File: config.mk
export PLATFORM = sky130hd
export DESIGN_NAME = mwd_motion_wake
export DESIGN_NICKNAME = d
export VERILOG_FILES = /design/src/mwd_pkg.sv /design/src/mwd_shadow_bank.sv /design/src/mwd_motion_wake.sv
export SDC_FILE = /design/constraint.sdc
export NUM_CORES = 1
export LEC_CHECK = 0
export BUFFER_PORTS_ARGS = -buffer_cell sky130_fd_sc_hd__buf_4
export CAP_MARGIN = 40
export CORE_MARGIN = 3
export CORE_UTILIZATION = 57
export CTS_BUF_LIST = sky130_fd_sc_hd__clkbuf_8
export CTS_CLUSTER_DIAMETER = 30
export DETAILED_ROUTE_END_ITERATION = 8
export HOLD_SLACK_MARGIN = 0.12
export PLACE_DENSITY = 0.79
export RECOVER_POWER = 50
export SYNTH_ARGS = -nofsm -noshare
export SYNTH_HDL_FRONTEND = slang
export SYNTH_HIERARCHICAL = 1
export SYNTH_SLANG_ARGS = --single-unit
File: constraint.sdc
create_clock -name i_sys_clk -period 5.4 [get_ports i_sys_clk]
set_input_delay 0.81 -clock i_sys_clk [delete_from_list [all_inputs] [get_ports i_sys_clk]]
set_output_delay 0.81 -clock i_sys_clk [all_outputs]
set_load 0.01 [all_outputs]
File: src/mwd_pkg.sv
// constants shared by the motion-wake detect configuration block
package mwd_pkg;
  // ----------------------------------------------------------------
  // register map
  // ----------------------------------------------------------------
  localparam logic [7:0] MWD_ADDR_SHADOW_DATA = 8'h13;
  localparam logic [7:0] MWD_ADDR_CONFIG      = 8'h14;
  localparam logic [7:0] MWD_CONFIG_RESET     = 8'h00;
  localparam logic [7:0] MWD_READ_UNMAPPED    = 8'h00;

  // ----------------------------------------------------------------
  // fields of motion_wake_config
  // ----------------------------------------------------------------
  localparam int MWD_SEL_LSB    = 0;
  localparam int MWD_SEL_MSB    = 2;
  localparam int MWD_CNTEN_BIT  = 3;
  localparam int MWD_WIN_LSB    = 4;
  localparam int MWD_WIN_MSB    = 6;
  localparam int MWD_DETRST_BIT = 7;

  // ----------------------------------------------------------------
  // widths and codes
  // ----------------------------------------------------------------
  localparam int MWD_SAMPLE_W = 12;
  localparam int MWD_DELTA_W  = 11;
  localparam int MWD_THR_W    = 6;
  localparam int MWD_AXES     = 3;
  localparam int MWD_SHADOWS  = 6;
  localparam logic [2:0] MWD_WIN_MAX     = 3'h5;
  localparam logic [5:0] MWD_SLICE_CLAMP = 6'h3f;
  localparam logic [5:0] MWD_SHADOW_RST  = 6'h00;
  localparam logic [2:0] MWD_IDX_COUNT_BASE = 3'h3;
endpackage

File: src/mwd_shadow_bank.sv
// six 6-bit shadow registers: thresholds and detection counts per axis
`timescale 1ns/1ps
module mwd_shadow_bank
  import mwd_pkg::*;
(
  input  wire logic                               i_sys_clk,
  input  wire logic                               i_sys_rst,
  input  wire logic                               i_wr,
  input  wire logic [2:0]                         i_idx,
  input  wire logic [MWD_THR_W-1:0]               i_wdata,
  output logic      [MWD_THR_W-1:0]               o_rdata,
  output logic      [MWD_SHADOWS*MWD_THR_W-1:0]   o_all
);
  logic [MWD_THR_W-1:0] mem_q [MWD_SHADOWS];

  genvar g;
  generate
    for (g = 0; g < MWD_SHADOWS; g++) begin : g_ent
      always_ff @(posedge i_sys_clk or posedge i_sys_rst) begin
        if (i_sys_rst) begin
          mem_q[g] <= MWD_SHADOW_RST;
        end else if (i_wr && (i_idx == 3'(g))) begin
          mem_q[g] <= i_wdata;
        end
      end
      assign o_all[g*MWD_THR_W +: MWD_THR_W] = mem_q[g];
    end
  endgenerate

  // read data from a register; follows the index one cycle late
  always_ff @(posedge i_sys_clk or posedge i_sys_rst) begin
    if (i_sys_rst) begin
      o_rdata <= MWD_SHADOW_RST;
    end else if (i_idx < 3'(MWD_SHADOWS)) begin
      o_rdata <= mem_q[i_idx];
    end else begin
      o_rdata <= MWD_SHADOW_RST;
    end
  end
endmodule

File: src/mwd_motion_wake.sv
// motion-wake detector: configuration register, shadow access, per-axis compare
`timescale 1ns/1ps

// Overview of operation
// - the selector in config bits [2:0] routes the shadow data register to X/Y/Z thresholds (001-011), X/Y/Z counts (101-111), or nothing (000, 100).
// - config bit 3 turns the detection counters of all three axes on or off together.
// - config bits [6:4] pick the six-bit window of the 11-bit delta, from [5:0] at 000 up to [10:5] at 101 and above.
// - any delta bit set above the chosen window saturates the compared slice to 63, so the event counts unless the threshold is 63.
// - writing 1 to config bit 7 pulses a detector reset that clears itself, used to re-arm after an event.
// - each axis threshold is an independent unsigned 6-bit value 0 to 63.
// - each axis count register holds the wanted number of events minus one, for 1 to 64 events.
// - each axis delta is taken between the current sample and the one just before it.
module mwd_motion_wake
  import mwd_pkg::*;
(
  input  wire logic                                i_sys_clk,
  input  wire logic                                i_sys_rst,
  input  wire logic [7:0]                          i_reg_addr,
  input  wire logic                                i_reg_wr,
  input  wire logic                                i_reg_rd,
  input  wire logic [7:0]                          i_reg_wdata,
  output logic      [7:0]                          o_reg_rdata,
  input  wire logic                                i_sample_valid,
  input  wire logic [MWD_AXES*MWD_SAMPLE_W-1:0]    i_sample,
  output logic      [MWD_AXES-1:0]                 o_axis_wake,
  output logic                                     o_detect_count_enable,
  output logic                                     o_detector_reset
);
  // ----------------------------------------------------------------
  // configuration register
  // ----------------------------------------------------------------
  logic [6:0] cfg_q;
  logic       det_rst_q;
  logic       hit_cfg;
  logic       hit_shadow;
  logic       wr_cfg;
  logic       wr_shadow;
  logic       wr_det_rst;

  assign hit_cfg    = (i_reg_addr == MWD_ADDR_CONFIG);
  assign hit_shadow = (i_reg_addr == MWD_ADDR_SHADOW_DATA);
  assign wr_cfg     = i_reg_wr && hit_cfg;
  assign wr_shadow  = i_reg_wr && hit_shadow;
  // bit 7 is a command, not state: it never lands in cfg_q
  assign wr_det_rst = wr_cfg && i_reg_wdata[MWD_DETRST_BIT];

  always_ff @(posedge i_sys_clk or posedge i_sys_rst) begin
    if (i_sys_rst) begin
      cfg_q <= MWD_CONFIG_RESET[6:0];
    end else if (wr_cfg) begin
      cfg_q <= i_reg_wdata[6:0];
    end
  end

  // self-clearing: high for exactly one cycle per write of a one
  always_ff @(posedge i_sys_clk or posedge i_sys_rst) begin
    if (i_sys_rst) begin
      det_rst_q <= 1'b0;
    end else begin
      det_rst_q <= wr_det_rst;
    end
  end

  logic [2:0] shadow_sel;
  logic       cnt_en;
  logic [2:0] win_sel;
  logic       win_clip;
  logic [2:0] win_shift;

  assign shadow_sel = cfg_q[MWD_SEL_MSB:MWD_SEL_LSB];
  assign cnt_en     = cfg_q[MWD_CNTEN_BIT];
  assign win_sel    = cfg_q[MWD_WIN_MSB:MWD_WIN_LSB];
  // codes above 101 all fall on the top window
  assign win_clip   = (win_sel > MWD_WIN_MAX);
  assign win_shift  = win_clip ? MWD_WIN_MAX : win_sel;

  // ----------------------------------------------------------------
  // control outputs
  // ----------------------------------------------------------------
  assign o_detect_count_enable = cnt_en;
  assign o_detector_reset      = det_rst_q;

  // ----------------------------------------------------------------
  // shadow register access
  // ----------------------------------------------------------------
  logic       sel_valid;
  logic       sel_is_count;
  logic [2:0] sel_axis;
  logic [2:0] sel_base;
  logic [2:0] sel_idx;
  logic       bank_wr;
  logic [5:0] shadow_rdata;
  logic [MWD_SHADOWS*MWD_THR_W-1:0] shadow_all;

  // 000 and 100 reach nothing; index 0..2 thresholds, 3..5 counts
  assign sel_valid    = (shadow_sel[1:0] != 2'b00);
  assign sel_is_count = shadow_sel[2];
  assign sel_axis     = {1'b0, shadow_sel[1:0]} - 3'h1;
  assign sel_base     = sel_is_count ? MWD_IDX_COUNT_BASE : 3'h0;
  // out-of-range index reads back zero and writes nowhere
  assign sel_idx      = sel_valid ? (sel_base + sel_axis) : 3'h7;
  assign bank_wr      = wr_shadow && sel_valid;

  mwd_shadow_bank u_bank (
    .i_sys_clk (i_sys_clk),
    .i_sys_rst (i_sys_rst),
    .i_wr      (bank_wr),
    .i_idx     (sel_idx),
    .i_wdata   (i_reg_wdata[MWD_THR_W-1:0]),
    .o_rdata   (shadow_rdata),
    .o_all     (shadow_all)
  );

  // ----------------------------------------------------------------
  // register read port
  // ----------------------------------------------------------------
  logic [7:0] rdata_d;

  // the reset bit reads back while its pulse is live
  assign rdata_d = hit_cfg    ? {det_rst_q, cfg_q}
                 : hit_shadow ? {2'b00, shadow_rdata}
                 : MWD_READ_UNMAPPED;

  // registered so the value holds between read strobes
  always_ff @(posedge i_sys_clk or posedge i_sys_rst) begin
    if (i_sys_rst) begin
      o_reg_rdata <= MWD_READ_UNMAPPED;
    end else if (i_reg_rd) begin
      o_reg_rdata <= rdata_d;
    end
  end

  // ----------------------------------------------------------------
  // per-axis delta, window, compare and count
  // ----------------------------------------------------------------
  genvar a;
  generate
    for (a = 0; a < MWD_AXES; a++) begin : g_axis
      logic signed [MWD_SAMPLE_W-1:0] cur;
      logic signed [MWD_SAMPLE_W-1:0] prev_q;
      logic                           prev_ok_q;
      logic        [MWD_SAMPLE_W:0]   cur_ext;
      logic        [MWD_SAMPLE_W:0]   prev_ext;
      logic signed [MWD_SAMPLE_W:0]   diff;
      logic                           neg;
      logic        [MWD_SAMPLE_W:0]   mag;
      logic                           sat;
      logic        [MWD_DELTA_W-1:0]  delta;
      logic        [MWD_DELTA_W-1:0]  shifted;
      logic                           above;
      logic        [MWD_THR_W-1:0]    slice;
      logic        [MWD_THR_W-1:0]    thr;
      logic        [MWD_THR_W-1:0]    target;
      logic                           exceed;
      logic                           count_done;
      logic                           wake_set;
      logic                           cnt_step;
      logic        [MWD_THR_W-1:0]    cnt_q;
      logic                           wake_q;

      assign cur      = i_sample[a*MWD_SAMPLE_W +: MWD_SAMPLE_W];
      assign thr      = shadow_all[a*MWD_THR_W +: MWD_THR_W];
      assign target   = shadow_all[(a+MWD_AXES)*MWD_THR_W +: MWD_THR_W];
      // sign-extend both so a full-scale swing cannot wrap
      assign cur_ext  = {cur[MWD_SAMPLE_W-1], cur};
      assign prev_ext = {prev_q[MWD_SAMPLE_W-1], prev_q};
      // moving window: current minus the sample just before it
      assign diff     = cur_ext - prev_ext;
      assign neg      = diff[MWD_SAMPLE_W];
      assign mag      = neg ? (~diff + 13'h0001) : diff;
      // a full-scale swing exceeds 11 bits; saturate rather than wrap
      assign sat      = |mag[MWD_SAMPLE_W:MWD_DELTA_W];
      assign delta    = sat ? {MWD_DELTA_W{1'b1}} : mag[MWD_DELTA_W-1:0];
      assign shifted  = delta >> win_shift;
      assign above    = |shifted[MWD_DELTA_W-1:MWD_THR_W];
      assign slice    = above ? MWD_SLICE_CLAMP : shifted[MWD_THR_W-1:0];
      // threshold 63 is never beaten: the compare is strictly greater
      assign exceed   = i_sample_valid && prev_ok_q && (slice > thr);

      // first sample after reset or re-arm only primes the previous value
      always_ff @(posedge i_sys_clk or posedge i_sys_rst) begin
        if (i_sys_rst) begin
          prev_q    <= '0;
          prev_ok_q <= 1'b0;
        end else if (det_rst_q) begin
          prev_ok_q <= 1'b0;
        end else if (i_sample_valid) begin
          prev_q    <= cur;
          prev_ok_q <= 1'b1;
        end
      end

      // ----------------------------------------------------------------
      // per-axis compare and count
      // ----------------------------------------------------------------
      // counting off: the first exceed wakes the axis
      assign count_done = !cnt_en || (cnt_q == target);
      assign wake_set   = exceed && !wake_q && count_done;
      assign cnt_step   = exceed && !wake_q && !count_done;

      // wake stays up until the host re-arms with a detector reset
      always_ff @(posedge i_sys_clk or posedge i_sys_rst) begin
        if (i_sys_rst) begin
          cnt_q  <= MWD_SHADOW_RST;
          wake_q <= 1'b0;
        end else if (det_rst_q) begin
          cnt_q  <= MWD_SHADOW_RST;
          wake_q <= 1'b0;
        end else if (wake_set) begin
          wake_q <= 1'b1;
        end else if (cnt_step) begin
          cnt_q  <= cnt_q + 6'h01;
        end
      end

      assign o_axis_wake[a] = wake_q;
    end
  endgenerate
endmodule

==> impl_metrics.yaml <==
yosys:
  ys_warn_count: 6
  ys_ff_latch: 116
  syn_area_sq_um: 9660
  async_flop_share_pct: 100
  synth_ff_type: "dfrtp_1"
  synth.net_count: 1235
  ys_types: 89
  postSynthAreaPerCell_sq_um: 8.67
  synth_edf_count: 0
  syn_inst: 1114
  seq_area_frac_synth_pct: 30.0
clocking:
  tritoncts: "done"
  clk_latency_ns: 0.46
  cts_buffer_depth: 2
  h-tree-depth: 4
  cts.sinks: 116
  clk_pin_slew_worst_paths_ns: 0.09
  cts_buffers: 17
  cts_root_buf: "clkbuf_8"
placed_design:
  placed_cell_area_sq_um: 11300
  dp_hpwl_um: 17600
  io_buffers: 69
  gp_routability_congestion: 0.907
  dp.cells: 1485
layout:
  antennaDiodeCount: 0
  area_growth_pct: 23.0
  final_common_cell: "buf_4"
  drive_gt1_share_pct: 26.6
  finalCoreUtilization_pct: 73.2
  nets: 1414
  finish.instance_area_sq_um: 11900
  layout_common_cells: "buf_4 (206), dfrtp_1 (116), nand2_1 (92)"
  stdcell_count: 1522
  fillers: 1270
sta:
  slew_violations: 159
  skew_ns: 0.0153
  finalSetupViolations: 0
  holdWs_ns: 0.522
  finalHoldViolations: 0
  post-route-min-period_ns: 5.28
  min_period_over_period_pct: 97.7
  tightest_slew_ns: 2.51
  slew_headroom_pct: -67.6
  fmax_ghz: 0.189
route:
  ant_nets: 0
  wl_um: 24300
  routed_via_density: 5.91
  initialDrtViolationCount: 619
  post_drt_wl_per_cell_um: 15.9
  first_pass_iters: 5
  route.detailed.drc: 0
  vias: 8991
power_and_ir_drop:
  switching_share_pct: 37.4
  fin_total_pwr_mw: 3.22
  power_frac_comb_pct: 44.1
  switchingPower_mw: 1.20
  worst_ir_drop_vdd_mv: 0.182
  power.leakage_nw: 5.68
  power_frac_clock_pct: 27.4
  seq_power_share_pct: 28.5
  powerDensity_nw_per_um2: 271
  internal-power_mw: 2.02
grt:
  grt_pass1_wl_um: 40800
  grt_max_degree: 70
  busiest_layer: "met2"
  grt_pass1_vias: 8741
  antenna_found_initial: 0
  use_met1_pct: 35.8
  grt_use_total_pct: 26.7
  met3_usage_pct: 5.29
  grtUsageMet2_pct: 44.9
  grt_overflow: 0
min_path:
  min_to: "g_axis[2].prev_ok_q"
  hold_path_class: "reg -> reg"
  hold_depth: 2
  worstHoldStart: "g_axis[2].prev_ok_q"
run:
  cap_violations: 3
floorplan:
  die_x_um: 136
  fp-row-count: 46
  die_y_um: 136
  initial_core_util_pct: 59.5
  coreArea_sq_um: 16200
  boundaryPins: 70
  fp.dieArea_sq_um: 18500
outcome:
  violations: "max-capacitance violations, max-slew violations"
  status: "finished with violations"
setup_path:
  cp.arrival_ns: 5.63
  reg2reg_depth: 22
  rrSetupSlack_ns: 0.21
  cp.required_ns: 5.75
  startpoint_type: "primary input"
  path_max_fanout: 6
  cp-end-kind: "flop"
  crit_type: "in -> reg"
  r2r-end: "g_axis[1].cnt_q[5]"
  rr_startpoint: "g_axis[1].prev_q[0]"
==> power groups by stage <==
stage	logic, mW	clock network, mW	registers [mW]
2_1_floorplan	0.860	0	0.930
3_3_place_gp	1.32	0	0.932
3_5_place_dp	1.35	0	0.934
4_1_cts	1.36	0.896	0.916
5_1_grt	1.59	0.938	0.921
6_report	1.42	0.884	0.917
==> sequential cells by signal (all words and copies together), names as in the netlist <==
| name | cells |
|---|---|
| u_bank/o_all | 36 |
| g_axis.prev_q | 36 |
| o_detector_reset | 1 |
| cfg_q | 7 |
| g_axis.cnt_q | 18 |
| o_reg_rdata | 8 |
| g_axis.wake_q | 3 |
| g_axis.prev_ok_q | 1 |
| u_bank/o_rdata | 6 |
==> synth_stat cells, types with 5 or more instances <==
cell       number  area share (%)
a211o_1         9            0.82
mux2i_1        32             3.3
o21ai_0        76             3.9
nand4_1        15            0.97
nor3_1         27             1.4
o2111ai_1       5            0.45
o211ai_1        7            0.54
o31a_1          6            0.54
nor4_1          6            0.39
mux2_2         47             5.5
a21oi_1        52             2.7
and2_1          8            0.52
a22oi_1         8            0.62
and3_1         15            0.97
or3_1          13            0.84
a31oi_1        10            0.65
o31ai_1        13             1.0
mux2_4          7             1.1
nand2b_1       10            0.65
o21a_1         14             1.1
nand2_1        93             3.6
xnor2_1        40             3.6
clkbuf_1       41             1.6
dfrtp_1       116              30
ha_1           61             7.9
o21bai_1        6            0.47
nor2_1         85             3.3
a211oi_1       20             1.6
nor2b_1        13            0.84
nand3_1        22             1.1
buf_4           5            0.39
xor2_1         36             3.3
or2_2           7            0.45
o221ai_1        7            0.63
a21o_1         16             1.2
inv_1          73             2.8
==> what timing repair did <==
item                                    CTS  global route
hold buffers                              0             0
gates resized for setup                   0            31
buffers inserted                          0             5
hold endpoints to repair                  0             0
endpoints found under the setup margin    0            19
==> routing by layer <==
| metal | wire length (um) | up-vias | part of all wire (%) |
|---|---|---|---|
| li1 | - | 4409 | - |
| met1 | 10900 | 4323 | 45 |
| met2 | 11900 | 230 | 49 |
| met3 | 1140 | 29 | 4.7 |
| met4 | 326 | 0 | 1.3 |
| met5 | 0 | - | 0 |
==> area by class of cell <==
type | count | area, sq um | share of cell area (%)
Inverter | 75 | 282 | 2.37
Tap cell | 216 | 270 | 2.27
Clock buffer | 17 | 234 | 1.97
Sequential cell | 116 | 2900 | 24.4
Clock inverter | 15 | 186 | 1.57
Timing Repair Buffer | 213 | 1600 | 13.4
Multi-Input combinational cell | 870 | 6410 | 54.0
==> metrics by stage <==
step	TNS [ns]	worst slack, ns
2_1_floorplan	-0.106	-0.106
3_3_place_gp	-2.14	-0.239
3_5_place_dp	-3.42	-0.299
4_1_cts	0	0.0410
5_1_grt	-0.404	-0.136
6_report	0	0.123
==> worst max path at each step <==
stage	slack [ns]	start	depth (start not counted)	to
2_1_floorplan	-0.11	i_sample[24]	25	g_axis[2].cnt_q[5]
3_3_place_gp	-0.24	i_sample[0]	24	g_axis[0].cnt_q[5]
3_5_place_dp	-0.30	i_sample[24]	25	g_axis[2].cnt_q[4]
4_1_cts	0.04	i_sample[12]	26	g_axis[1].cnt_q[5]
5_1_grt	-0.14	i_sample[12]	23	g_axis[1].cnt_q[5]
6_report	0.12	i_sample[12]	24	g_axis[1].cnt_q[5]
==> worst max-delay path, cell delays in order <==
cell and delay [ns]:
buf_4 0.08, inv_1 0.03, ha_1 0.21, fa_1 0.43
nand2b_1 0.19, a21oi_1 0.16, xor2_1 0.13, nor3_1 0.38
and3_1 0.31, nand3_1 0.14, o311a_1 0.46, a211oi_1 0.32
o2111ai_1 0.18, ha_1 0.33, nor2b_1 0.15, o21a_1 0.12
o21a_1 0.10, o21a_1 0.12, o21ai_2 0.07, a211oi_2 0.33
nand4_1 0.18, nor2_1 0.19, xnor2_1 0.14, nor2_1 0.06
==> cells by family (layout without fill, tap and decap cells) <==
logic type	count (synthesis)	count (layout)	synth area share [%]
xor gates and xnor gates	76	76	6.89
adders and majority gates	64	64	8.52
buffers and inverters	128	320	5.36
AOI/OAI and AO/OA	299	299	21.1
and+or+nand+nor	344	344	18.0
DFF	116	116	30.0
muxes	87	87	10.1
(Power assumes the default switching activity.)
